==> src/hdl/switch_pkg.sv <==
// Constants, register map and enumerations for the weekly two-circuit time switch.
// Assumes a 25 MHz core clock and a one-per-second tick from the surrounding time base.
package switch_pkg;
    // ****************************************
    // Timing
    // ****************************************
    localparam int CLK_KHZ         = 25000;
    localparam int CONTACT_HOLD_MS = 200;
    localparam int HOLD_CYC        = CONTACT_HOLD_MS * CLK_KHZ;

    localparam logic [5:0]  SEC_LAST     = 6'h3b;
    localparam logic [5:0]  MIN_LAST     = 6'h3b;
    localparam logic [4:0]  HOUR_LAST    = 5'h17;
    localparam logic [2:0]  DAY_LAST     = 3'h6;
    localparam logic [10:0] MIN_PER_HOUR = 11'h03c;
    localparam logic [11:0] SEC_PER_MIN  = 12'h03c;
    localparam logic [3:0]  OVR_WEEK     = 4'h7;

    // ****************************************
    // Register map (byte addresses)
    // ****************************************
    localparam logic [5:0] A_TIME     = 6'h00;
    localparam logic [5:0] A_SEL      = 6'h04;
    localparam logic [5:0] A_STAGE0   = 6'h08;
    localparam logic [5:0] A_STAGE1   = 6'h0c;
    localparam logic [5:0] A_CMD      = 6'h10;
    localparam logic [5:0] A_OVERRIDE = 6'h14;
    localparam logic [5:0] A_STATUS   = 6'h18;
    localparam logic [5:0] A_REVIEW   = 6'h1c;
    localparam logic [5:0] A_MONITOR  = 6'h20;

    localparam int CMD_COMMIT = 0;
    localparam int CMD_CANCEL = 1;
    localparam int CMD_CURSOR = 2;
    localparam int CMD_TOGGLE = 3;
    localparam int CMD_REVIEW = 4;

    // ****************************************
    // Entry word layout
    // ****************************************
    localparam int ENTRIES    = 8;
    localparam int W0_DAYS    = 0;
    localparam int W0_CYC     = 7;
    localparam int W0_VALID   = 8;
    localparam int W0_ON      = 9;
    localparam int W0_OFF     = 20;
    localparam int W1_WIDTH   = 0;
    localparam int W1_UNIT    = 6;
    localparam int W1_CYC_ON  = 7;
    localparam int W1_CYC_OFF = 13;

    typedef enum logic [1:0] {
        MODE_RUN   = 2'b00,
        MODE_PROG1 = 2'b01,
        MODE_PROG2 = 2'b10
    } mode_t;

    typedef enum logic [1:0] {
        FORCE_AUTO = 2'b00,
        FORCE_ON   = 2'b01,
        FORCE_OFF  = 2'b10
    } force_t;
endpackage

==> src/hdl/time_switch.sv <==
// Weekly two-circuit time switch: clock, programs, override, restart and register slave.
// Assumes sec_tick_in pulses one cycle per second and all panel inputs are synchronous.
//
// Summary of operation
// - Mode selector chooses program circuit one, program circuit two, or run.
// - Both outputs stay off while either programming position is selected.
// - Per-circuit switch forces on, forces off, or follows the program.
// - Output-type switch selects timer/cyclic or pulse interpretation of programs.
// - Timer entries switch on at on minute and off at off minute.
// - Pulse entries assert for 1..59 seconds or 1..59 minutes from on minute.
// - Cyclic entries alternate on/off minute durations between start and stop.
// - Automatic restart resumes programs as soon as power returns.
// - Manual restart waits for contact open then closed held 0.2 s.
// - Day override runs another day's program for one week from next day.
// - Cancel erases the programmed circuit, or in run mode the override.
// - Conflicting settings: the earlier on time keeps the output on.
// - Overlapping or abutting settings keep the output on without a gap.
// - Multi-day on ends at the first off time reached on any day.
// - Equal on and off minute on one day produce no action.
// - Time and day can be set at any time, also while running.
// - Changing the output type clears the stored programs.
// - Review steps entry order in programming, execution order in run.
// - Day cursor steps right one day; toggle key flips that day.
// - Indicator shows automatic operation; monitor shows the active entry.
//
// Design decisions made here: the Avalon-MM interface to the registers and the register addresses.
`timescale 1ns/1ps

module time_switch #(
    parameter int unsigned HOLD_CYC = switch_pkg::HOLD_CYC
) (
    input  wire logic               core_clk_in,          // 25 MHz clock
    input  wire logic               nrst_in,              // Async reset, active low
    input  wire logic [5:0]         avs_address_in,       // Byte address
    input  wire logic               avs_read_in,          // Read request
    input  wire logic               avs_write_in,         // Write request
    input  wire logic [31:0]        avs_writedata_in,     // Write data
    output logic      [31:0]        avs_readdata_out,     // Read data
    output logic                    avs_waitrequest_out,  // Stall
    input  wire logic               sec_tick_in,          // One pulse per second
    input  wire switch_pkg::mode_t  mode_sel_in,          // Mode selector
    input  wire switch_pkg::force_t force_c1_in,          // Circuit 1 on/auto/off
    input  wire switch_pkg::force_t force_c2_in,          // Circuit 2 on/auto/off
    input  wire logic               out_type_in,          // 0 timer, 1 pulse
    input  wire logic               restart_auto_in,      // 1 auto restart
    input  wire logic               restart_contact_in,   // External contact closed
    output logic      [1:0]         circuit_out,          // Switched circuits
    output logic                    auto_ind_out          // Automatic operation lamp
);
    import switch_pkg::*;

    // ****************************************
    // Declarations
    // ****************************************
    logic [5:0]  sec, min;
    logic [4:0]  hour;
    logic [2:0]  day;
    logic [31:0] e0 [ENTRIES];
    logic [18:0] e1 [ENTRIES];
    logic [31:0] stage0;
    logic [18:0] stage1;
    logic [2:0]  sel, cursor, rev_idx, rev_next, mon_idx, eday;
    logic [6:0]  work_days, ovr_mask;
    logic [2:0]  ovr_src;
    logic        ovr_armed, run_enable, seen_open, done, min_evt, day_evt, type_q;
    logic        mon_ok, running, prog;
    logic [3:0]  ovr_days;
    logic [22:0] hold_cnt;
    logic        win [ENTRIES];
    logic        phase [ENTRIES];
    logic [5:0]  ccnt [ENTRIES];
    logic [11:0] pcnt [ENTRIES];
    logic [7:0]  hit_on, hit_off, contrib, vld;
    logic [10:0] mod;
    logic [4:0]  cmd;
    logic [31:0] rd_mux;
    logic        wr_ok, time_wr;

    function automatic logic [10:0] on_of(input logic [31:0] w);
        return w[W0_ON +: 11];
    endfunction

    function automatic logic [10:0] off_of(input logic [31:0] w);
        return w[W0_OFF +: 11];
    endfunction

    function automatic logic [11:0] width_secs(input logic [18:0] w);
        return w[W1_UNIT] ? 12'(w[W1_WIDTH +: 6]) * SEC_PER_MIN : 12'(w[W1_WIDTH +: 6]);
    endfunction

    // ****************************************
    // Bus slave
    // ****************************************
    assign avs_waitrequest_out = (avs_read_in | avs_write_in) & ~done;
    assign wr_ok   = avs_write_in & done;
    assign time_wr = wr_ok && avs_address_in == A_TIME;
    assign cmd     = (wr_ok && avs_address_in == A_CMD) ? avs_writedata_in[4:0] : 5'h00;
    assign running = mode_sel_in == MODE_RUN && run_enable;
    assign prog    = mode_sel_in != MODE_RUN;
    assign mod     = 11'(hour) * MIN_PER_HOUR + 11'(min);
    assign eday    = (ovr_armed && ovr_days != 4'h0 && ovr_mask[day]) ? ovr_src : day;

    always_ff @(posedge core_clk_in or negedge nrst_in) begin
        if (!nrst_in) begin
            done <= 1'b0;
        end else begin
            done <= (avs_read_in | avs_write_in) & ~done;
        end
    end

    always_ff @(posedge core_clk_in or negedge nrst_in) begin
        if (!nrst_in) begin
            avs_readdata_out <= 32'h0000_0000;
        end else if (avs_read_in && !done) begin
            avs_readdata_out <= rd_mux;
        end
    end

    always_comb begin
        case (avs_address_in)
            A_TIME:     rd_mux = {12'h000, day, hour, min, sec};
            A_SEL:      rd_mux = {29'h0, sel};
            A_STAGE0:   rd_mux = stage0;
            A_STAGE1:   rd_mux = {13'h0000, stage1};
            A_OVERRIDE: rd_mux = {22'h0, ovr_src, ovr_mask};
            A_STATUS:   rd_mux = {15'h0000, rev_idx, work_days, cursor,
                                  ovr_armed, run_enable, circuit_out};
            A_REVIEW:   rd_mux = {1'b0, e0[rev_idx][30:0]};
            A_MONITOR:  rd_mux = {mon_ok, e0[mon_idx][30:0]};
            default:    rd_mux = 32'h0000_0000;
        endcase
    end

    // ****************************************
    // Time of day and weekday
    // ****************************************
    always_ff @(posedge core_clk_in or negedge nrst_in) begin
        if (!nrst_in) begin
            sec  <= 6'h00;
            min  <= 6'h00;
            hour <= 5'h00;
            day  <= 3'h0;
        end else if (time_wr) begin
            sec  <= avs_writedata_in[5:0];
            min  <= avs_writedata_in[11:6];
            hour <= avs_writedata_in[16:12];
            day  <= avs_writedata_in[19:17];
        end else if (sec_tick_in) begin
            sec <= (sec == SEC_LAST) ? 6'h00 : sec + 6'h01;
            if (sec == SEC_LAST) begin
                min <= (min == MIN_LAST) ? 6'h00 : min + 6'h01;
                if (min == MIN_LAST) begin
                    hour <= (hour == HOUR_LAST) ? 5'h00 : hour + 5'h01;
                    if (hour == HOUR_LAST) begin
                        day <= (day == DAY_LAST) ? 3'h0 : day + 3'h1;
                    end
                end
            end
        end
    end

    always_ff @(posedge core_clk_in or negedge nrst_in) begin
        if (!nrst_in) begin
            min_evt <= 1'b0;
            day_evt <= 1'b0;
        end else begin
            min_evt <= sec_tick_in && sec == SEC_LAST && !time_wr;
            day_evt <= sec_tick_in && sec == SEC_LAST && min == MIN_LAST
                       && hour == HOUR_LAST && !time_wr;
        end
    end

    // ****************************************
    // Power restoration
    // ****************************************
    always_ff @(posedge core_clk_in or negedge nrst_in) begin
        if (!nrst_in) begin
            run_enable <= 1'b0;
            seen_open  <= 1'b0;
            hold_cnt   <= 23'h000000;
        end else if (!run_enable) begin
            if (restart_auto_in) begin
                run_enable <= 1'b1;
            end else if (!restart_contact_in) begin
                seen_open <= 1'b1;
                hold_cnt  <= 23'h000000;
            end else if (seen_open) begin
                if (hold_cnt == 23'(HOLD_CYC - 1)) begin
                    run_enable <= 1'b1;
                end else begin
                    hold_cnt <= hold_cnt + 23'h000001;
                end
            end
        end
    end

    // ****************************************
    // Panel keys: staging, cursor, review, override
    // ****************************************
    always_ff @(posedge core_clk_in or negedge nrst_in) begin
        if (!nrst_in) begin
            stage0    <= 32'h0000_0000;
            stage1    <= 19'h00000;
            sel       <= 3'h0;
            cursor    <= 3'h0;
            work_days <= 7'h00;
            rev_idx   <= 3'h0;
        end else begin
            if (wr_ok && avs_address_in == A_STAGE0) stage0 <= avs_writedata_in;
            if (wr_ok && avs_address_in == A_STAGE1) stage1 <= avs_writedata_in[18:0];
            if (wr_ok && avs_address_in == A_SEL) sel <= avs_writedata_in[2:0];
            if (cmd[CMD_CURSOR]) cursor <= (cursor == DAY_LAST) ? 3'h0 : cursor + 3'h1;
            if (cmd[CMD_TOGGLE]) work_days[cursor] <= ~work_days[cursor];
            if (cmd[CMD_REVIEW]) rev_idx <= rev_next;
        end
    end

    always_ff @(posedge core_clk_in or negedge nrst_in) begin
        if (!nrst_in) begin
            ovr_mask  <= 7'h00;
            ovr_src   <= 3'h0;
            ovr_armed <= 1'b0;
            ovr_days  <= 4'h0;
        end else if (cmd[CMD_CANCEL] && !prog) begin
            ovr_armed <= 1'b0;
        end else if (wr_ok && avs_address_in == A_OVERRIDE) begin
            ovr_mask  <= avs_writedata_in[6:0];
            ovr_src   <= avs_writedata_in[9:7];
            ovr_armed <= 1'b1;
            ovr_days  <= 4'h0;
        end else if (day_evt && ovr_armed) begin
            if (ovr_days == OVR_WEEK) begin
                ovr_armed <= 1'b0;
            end else begin
                ovr_days <= ovr_days + 4'h1;
            end
        end
    end

    // ****************************************
    // Program store
    // ****************************************
    always_ff @(posedge core_clk_in or negedge nrst_in) begin
        if (!nrst_in) begin
            type_q <= 1'b0;
            for (int i = 0; i < ENTRIES; i++) begin
                e0[i] <= 32'h0000_0000;
                e1[i] <= 19'h00000;
            end
        end else begin
            type_q <= out_type_in;
            for (int i = 0; i < ENTRIES; i++) begin
                if (type_q != out_type_in) begin
                    e0[i][W0_VALID] <= 1'b0;
                end else if (cmd[CMD_CANCEL] && prog && (i >= 4) == (mode_sel_in == MODE_PROG2)) begin
                    e0[i][W0_VALID] <= 1'b0;
                end else if (cmd[CMD_COMMIT] && prog
                             && 3'(i) == {mode_sel_in == MODE_PROG2, sel[1:0]}) begin
                    e0[i] <= {1'b0, off_of(stage0), on_of(stage0), 1'b1,
                              stage0[W0_CYC], work_days};
                    e1[i] <= stage1;
                end
            end
        end
    end

    // ****************************************
    // Evaluation
    // ****************************************
    always_comb begin
        for (int i = 0; i < ENTRIES; i++) begin
            vld[i]     = e0[i][W0_VALID];
            hit_on[i]  = mod == on_of(e0[i]) && e0[i][W0_DAYS + int'(eday)]
                         && on_of(e0[i]) != off_of(e0[i]);
            hit_off[i] = mod == off_of(e0[i]) && on_of(e0[i]) != off_of(e0[i]);
            contrib[i] = out_type_in ? pcnt[i] != 12'h000
                                     : win[i] && (!e0[i][W0_CYC] || phase[i]);
        end
    end

    always_ff @(posedge core_clk_in or negedge nrst_in) begin
        if (!nrst_in) begin
            for (int i = 0; i < ENTRIES; i++) begin
                win[i]   <= 1'b0;
                phase[i] <= 1'b0;
                ccnt[i]  <= 6'h00;
                pcnt[i]  <= 12'h000;
            end
        end else begin
            for (int i = 0; i < ENTRIES; i++) begin
                if (!running || !vld[i]) begin
                    win[i]  <= 1'b0;
                    pcnt[i] <= 12'h000;
                end else if (min_evt) begin
                    if (out_type_in) begin
                        if (hit_on[i]) pcnt[i] <= width_secs(e1[i]);
                    end else if (hit_on[i]) begin
                        win[i]   <= 1'b1;
                        phase[i] <= 1'b1;
                        ccnt[i]  <= e1[i][W1_CYC_ON +: 6];
                    end else if (hit_off[i]) begin
                        win[i] <= 1'b0;
                    end else if (e0[i][W0_CYC] && win[i]) begin
                        if (ccnt[i] <= 6'h01) begin
                            phase[i] <= ~phase[i];
                            ccnt[i]  <= phase[i] ? e1[i][W1_CYC_OFF +: 6]
                                                 : e1[i][W1_CYC_ON +: 6];
                        end else begin
                            ccnt[i] <= ccnt[i] - 6'h01;
                        end
                    end
                end else if (sec_tick_in && pcnt[i] != 12'h000) begin
                    pcnt[i] <= pcnt[i] - 12'h001;
                end
            end
        end
    end

    // Review order and monitored entry
    always_comb begin
        logic [13:0] k, cur, best_gt, best_any;
        logic        elig;
        k        = 14'h0000;
        elig     = 1'b0;
        best_gt  = 14'h3fff;
        best_any = 14'h3fff;
        cur      = {prog ? 11'h000 : on_of(e0[rev_idx]), rev_idx};
        mon_ok   = 1'b0;
        mon_idx  = 3'h0;
        for (int i = ENTRIES - 1; i >= 0; i--) begin
            k    = {prog ? 11'h000 : on_of(e0[i]), 3'(i)};
            elig = vld[i] && (prog ? (i >= 4) == (mode_sel_in == MODE_PROG2)
                                   : e0[i][W0_DAYS + int'(cursor)]);
            if (elig && k > cur && k < best_gt) best_gt = k;
            if (elig && k < best_any) best_any = k;
            if (contrib[i] && (i >= 4) == sel[2]) begin
                mon_ok  = 1'b1;
                mon_idx = 3'(i);
            end
        end
        rev_next = (best_gt != 14'h3fff) ? best_gt[2:0]
                 : (best_any != 14'h3fff) ? best_any[2:0] : rev_idx;
    end

    // ****************************************
    // Outputs
    // ****************************************
    always_ff @(posedge core_clk_in or negedge nrst_in) begin
        if (!nrst_in) begin
            circuit_out  <= 2'b00;
            auto_ind_out <= 1'b0;
        end else begin
            auto_ind_out <= running;
            if (prog) begin
                circuit_out <= 2'b00;
            end else begin
                case (force_c1_in)
                    FORCE_ON:  circuit_out[0] <= 1'b1;
                    FORCE_OFF: circuit_out[0] <= 1'b0;
                    default:   circuit_out[0] <= running && |contrib[3:0];
                endcase
                case (force_c2_in)
                    FORCE_ON:  circuit_out[1] <= 1'b1;
                    FORCE_OFF: circuit_out[1] <= 1'b0;
                    default:   circuit_out[1] <= running && |contrib[7:4];
                endcase
            end
        end
    end
endmodule // time_switch

==> config.mk <==
export PLATFORM = sky130hd
export DESIGN_NAME = time_switch
export DESIGN_NICKNAME = d
export VERILOG_FILES = /design/src/hdl/switch_pkg.sv /design/src/hdl/time_switch.sv
export SDC_FILE = /design/constraint.sdc
export NUM_CORES = 2
export LEC_CHECK = 0
export BUFFER_PORTS_ARGS = -buffer_cell sky130_fd_sc_hd__buf_2
export CAP_MARGIN = 20
export CORE_ASPECT_RATIO = 1.4
export CORE_MARGIN = 3
export CORE_UTILIZATION = 30
export CTS_BUF_LIST = sky130_fd_sc_hd__clkbuf_4
export DETAILED_ROUTE_END_ITERATION = 10
export SETUP_SLACK_MARGIN = 0.5
export SYNTH_ARGS = -nofsm -noshare
export SYNTH_HDL_FRONTEND = slang
export SYNTH_SLANG_ARGS = --single-unit
==> constraint.sdc <==
create_clock -name core_clk_in -period 26.5 [get_ports core_clk_in]
set_input_delay 2.65 -clock core_clk_in [delete_from_list [all_inputs] [get_ports core_clk_in]]
set_output_delay 2.65 -clock core_clk_in [all_outputs]
set_load 0.01 [all_outputs]
Yosys cells after proc, flatten, opt, wreduce, memory -nomap -nowiden
Cells that the tools add are included.
{"block": "classes", "addsub": 24, "n_mul": 9, "order_cmp": 38, "eq_ne": 89, "mux": 328, "bitwise": 33, "reduce_logical": 276}
{"operator": "two-way mux 12 bit", "count": 48}
{"operator": "two-way mux 6 bit", "count": 47}
{"operator": "one-hot mux 32 bit (8 select lines)", "count": 1}
{"operator": "two-way mux 14 bit", "count": 16}
{"operator": "less-than comparator 14 bit", "count": 14}
{"operator": "binary-select mux 32 bit (select 3 bit)", "count": 2}
{"operator": "== test 11 bit", "count": 16}
{"operator": "two-way mux 1 bit", "count": 140}
{"operator": "two-way mux 31 bit", "count": 4}
{"operator": "logical AND 1 bit", "count": 120}
{"operator": "> comparator 14 bit", "count": 8}
{"operator": "two-way mux 11 bit", "count": 9}
{"operator": "nonzero test 12 bit", "count": 8}
{"operator": "subtractor 12 x 1 -> 12 bit, second input constant", "count": 8}
{"operator": "!= test 11 bit", "count": 8}
{"operator": "AND reduction 3 bit", "count": 27}
{"operator": "multiplier 6 x 4 -> 10 bit, second input constant", "count": 8}
{"operator": "nonzero test 3 bit", "count": 26}
{"operator": "two-way mux 9 bit", "count": 8}
{"operator": "two-way mux 23 bit", "count": 3}
{"operator": "nonzero test 2 bit", "count": 31}
{"operator": "binary-select mux 1 bit (select 3 bit)", "count": 18}
{"operator": "two-way mux 3 bit", "count": 18}
{"operator": "<= comparator 6 x 1 -> 1 bit, second input constant", "count": 8}
{"operator": "53 further kinds", "count": 201}
{"block": "totals", "register_bits": 726, "elab_cells": 877}

Logic depth before layout (Yosys ltp)
{"block": "depth", "word_depth": 33, "mapped_depth": 104, "ltp_nobuf": 91}

Least setup slack after synthesis
Ideal clock, no wire load.
{"block": "synth_timing", "path_kind": "input-to-reg", "startpoint": "in mode_sel_in[1]", "endpoint": "reg rev_idx[1]", "t_arrival_ns": 22.061, "required_ns": 26.418, "setup_slack_ns": 4.357, "cell_stages": 96, "path_buffers": 16, "path_cell_list": "nor2_1 > clkbuf_1 > clkbuf_1 > clkbuf_1 > clkbuf_1 > clkbuf_1 > clkbuf_1 > clkbuf_1 > clkbuf_1 > clkbuf_1 > nand2_1 > ha_1 > a21o_1 > a21o_1 > a2111o_1 > nand2_1 > nor3_1 > ha_1 > (+60 left out) > o22ai_1 > inv_1 > ha_1 > nor2b_1 > o21ai_0 > nand2b_1 > a21oi_1 > nor2b_1 > o21ai_0 > nand2b_1 > a21oi_1 > nor2_1 > nor4_1 > or3_1 > a2111oi_2 > a31oi_1 > o22ai_1 > a31oi_1"}
{"block": "synth_via", "elab_chain_cells": 30, "elab_cells_between_ends": 97}
{"element": "start, declared", "line": "time_switch.sv:41", "rtl": "input wire switch_pkg::mode_t mode_sel_in,"}
{"element": "nonzero test 2 bit / == test 2 bit (equally long branches)", "line": "time_switch.sv:99, time_switch.sv:332"}
{"element": "two-way mux 11 bit (tied with other cells)", "line": "time_switch.sv:331", "rtl": "k = {prog ? 11'h000 : on_of(e0[i]), 3'(i)};"}
{"element": "> comparator 14 bit / logical AND 1 bit (equally long branches)", "line": "time_switch.sv:334, time_switch.sv:332"}
{"element": "logical AND 1 bit (2 in a row)", "line": "time_switch.sv:334", "rtl": "if (elig && k > cur && k < best_gt) best_gt = k;"}
{"element": "two-way mux 14 bit", "line": "time_switch.sv:334"}
{"element": "less-than comparator 14 bit", "line": "time_switch.sv:334"}
{"element": "logical AND 1 bit", "line": "time_switch.sv:334"}
{"element": "two-way mux 14 bit", "line": "time_switch.sv:334"}
{"element": "(+13 left out)"}
{"element": "logical AND 1 bit", "line": "time_switch.sv:334"}
{"element": "two-way mux 14 bit", "line": "time_switch.sv:334"}
{"element": "less-than comparator 14 bit", "line": "time_switch.sv:334"}
{"element": "logical AND 1 bit", "line": "time_switch.sv:334"}
{"element": "two-way mux 14 bit", "line": "time_switch.sv:334"}
{"element": "!= test 14 bit", "line": "time_switch.sv:341", "rtl": "rev_next = (best_gt != 14'h3fff) ? best_gt[2:0]"}
{"element": "nonzero test 2 bit (no line)"}
{"element": "AND reduction 2 bit (no line)"}
{"element": "end signal, assigned", "line": "time_switch.sv:214", "rtl": "if (cmd[CMD_REVIEW]) rev_idx <= rev_next;"}
{"element": "end, declared", "line": "time_switch.sv:62", "rtl": "logic [2:0] sel, cursor, rev_idx, rev_next, mon_idx, eday;"}
Several ways; a longest one is shown, not always the timed one. The select of a mux whose other input is x is not followed.
A chain may end at the register's enable or synchronous reset.

Worst setup path in the final report
{"block": "layout_timing", "startpoint": "in mode_sel_in[1]", "endpoint": "reg rev_idx[0]"}
The elaborated chain is that of the path after synthesis.

==> reports/metrics.cfg <==
[outcome]
status=finished clean

[critical_path]
path_class=input pin to flip-flop
cp_slowest_cell=nor4_1
crit_arrival_ns=23.83
crit_cells=87
crit_family=compound AO/OA/AOI/OAI gates
rrSetupSlack_ns=4.19
reg2reg_to=rev_idx[0]$_DFFE_PN0P_
max_stage_delay_ns=0.69
reg2regPathDepth=86
crit_path_max_fanout=70
startpoint_type=input pin
required_ns=27.57
crit_start=mode_sel_in[1]
endpoint_kind=flip-flop
path_buf_inv=7
rr_startpoint=rev_idx[0]$_DFFE_PN0P_
endpoint=rev_idx[0]$_DFFE_PN0P_

[clocking]
cts-hold-fix-buffers=0
cts_num_sinks=726
cts_tree=done
clkLatencyLatePin_ns=1.21
cts_repair_resize_count=0
clockRootBuffer=clkbuf_4
cts_buffers=194
post_cts.repair.setup_buffers=0
clockBufferDepth=3
cts.htree.levels=4
clkTransAtPathRegs_ns=0.06

[job]
maxCapViolCount=0

[floorplanning]
die_h_um=510
die_w_um=366
io_pins=88
coreArea_mm2=0.180
start_util_pct=30.2
fp.dieArea_mm2=0.187
rows=184

[global_route]
grt.overflow.total=0
grt_pass1_wl_mm=301
antenna_found_initial=28
grt_max_degree=164
grt_pass1_vias=45768
grt_util_all_layers_pct=21.4

[placed_design]
hpwl_mm=153
port_buffers=87
placedCellCount=7711
place_congestion=1.01
placement.cell_area_mm2=0.0577

[drt]
routed_wl_mm=205
drt-wirelength-per-cell_um=25.3
drtPass1Iterations=8
dr_total_vias=45682
dr.first_iter.drc_count=4260
detail-route-antenna-nets=0
drc_errors=0
viasPerCell=5.65

[timing]
slew-limit-headroom_pct=13.3
fin_crit_sh_pct=85.9
tightest_slew_ns=1.29
drv_slew=0
timing.fmax_mhz=43.9
finClkSkew_ns=0.0859
finalHoldViolations=0
setup_viol=0
rsz0062_at_grt=false
fin_crit_ns=22.76
setup-tns-final_ns=0

[logic_synthesis]
synthFlopType=dfrtp_1
ys_seq_area_share_pct=33.4
ys_ff_latch=726
yosysTopAreaCell=dfrtp_1
synthTopCellsByArea=dfrtp_1 (33%), mux2_2 (10%), ha_1 (8.8%)
synth.most_common_cell=dfrtp_1
ys_types=99
synth_edf_count=0
synth_area_mm2=0.0544
syn_area_per_cell_um2=10.0
yosysWarnings=0
async_flop_share_pct=100
syn-num-nets=5946
yosysTopAreaCellShare_pct=33.4
synth_cells=5431
synth_common_cells=dfrtp_1 (726), mux2_2 (499), nand2_1 (385)

[final_layout]
stdcell_count=8079
final_area_mm2=0.0602
area_delta_synth_final_pct=10.7
nets=6008
drive_above_1_share_pct=21.5
n_fill_cell=18460
post-route-util_pct=33.5

[pwr]
p_sw_mw=0.657
power_switching_share_pct=28.0
ir_drop_mv=0.0388
internal_power_mw=1.69
powerDensity_mw_per_mm2=39.0
clkPwrFrac_pct=43.4
pwr-share-comb_pct=7.1
leakage_nw=29.7
seqPwrFrac_pct=49.5
power.total_mw=2.35

[hold_path]
hold_path.class=flip-flop to flip-flop

## cell type report
type / count / area, um2 / share of cell area, %
clock inverters: 74 / 453 / 0.752
diodes: 23 / 57.6 / 0.0956
multi-input cells: 4140 / 34400 / 57.0
well taps: 2418 / 3030 / 5.02
clock buffers: 267 / 2000 / 3.33
flip-flops and latches: 726 / 18200 / 30.2
repair buffers: 180 / 1220 / 2.03
inverters: 251 / 942 / 1.56
## power groups by stage
stage,Combinational [mW],Clock [mW],Sequential [mW]
floorplan,0.107,0,1.15
global placement,0.161,0,1.18
detailed placement,0.164,0,1.18
CTS,0.165,1.05,1.16
global route,0.181,1.11,1.16
finish,0.166,1.02,1.16
## worst min path at each step
stage | cells after the start | slack (ns) | to | start
after global placement | 1 | 0.46 | seen_open$_DFFE_PN0P_ | seen_open$_DFFE_PN0P_
after CTS | 1 | 0.48 | seen_open$_DFFE_PN0P_ | seen_open$_DFFE_PN0P_
after floorplan | 1 | 0.45 | seen_open$_DFFE_PN0P_ | seen_open$_DFFE_PN0P_
after global routing | 1 | 0.51 | e1[51]$_DFFE_PN0P_ | e1[51]$_DFFE_PN0P_
after detailed placement | 1 | 0.47 | seen_open$_DFFE_PN0P_ | seen_open$_DFFE_PN0P_
final | 1 | 0.48 | seen_open$_DFFE_PN0P_ | seen_open$_DFFE_PN0P_
## state kept, by name (all words and copies together) (netlist names), 8 cells and up
register / cells
stage0: 32
avs_readdata_out: 32
pcnt: 96
e0: 248
stage1: 19
hold_cnt: 23
phase: 8
win: 8
ccnt: 48
e1: 152
## layer usage
layer  share of wire [%]  wire (um)  vias to the layer above  GRT usage, %
met1                  37      75600                    22741          24.0
met4                 7.7      15700                        8          14.7
met5               0.030         61                        -             0
met3                 7.5      15300                      723          4.81
li1                    -          -                    20075             -
met2                  48      98000                     2135          36.3
## cells by family after synthesis
group / count (synthesis) / synth area share (%)
buf+inv: 565 / 3.93
fa+ha+maj: 464 / 11.8
simple gates: 1354 / 12.1
compound gates: 1173 / 13.9
flops: 726 / 33.4
xor+xnor: 395 / 6.36
mux: 754 / 18.5
## worst reg2reg max path, delay by kind of cell, from the launching register on
family / cells / cell delay (ns)
compound gates: 42 / 8.83
simple gates: 26 / 6.59
fa+ha+maj: 8 / 2.38
mux: 5 / 2.03
buf+inv: 5 / 1.50
flops: 1 / 0.95
## metrics by stage
step	setup WS (ns)	hold WS, ns
2_1_floorplan	4.36	0.449
3_3_place_gp	3.30	0.465
3_5_place_dp	3.13	0.469
4_1_cts	4.31	0.484
5_1_grt	2.62	0.511
6_report	3.74	0.482
## cell usage in the layout, fill, tap and decap left out, types with 80 or more instances in the layout
cell and instances:
dfrtp_1 722, mux2_2 499, ha_1 383, nand2_1 381
nor2_1 306, o21ai_0 292, a21oi_1 273, clkbuf_4 269
inv_1 249, xor2_1 223, xnor2_1 165, mux4_2 152
nor3_1 139, a21o_1 116, mux2i_1 99, o22ai_1 93
buf_2 86, buf_4 84, fa_1 80
Note: power is estimated with default switching activity, not from simulation.
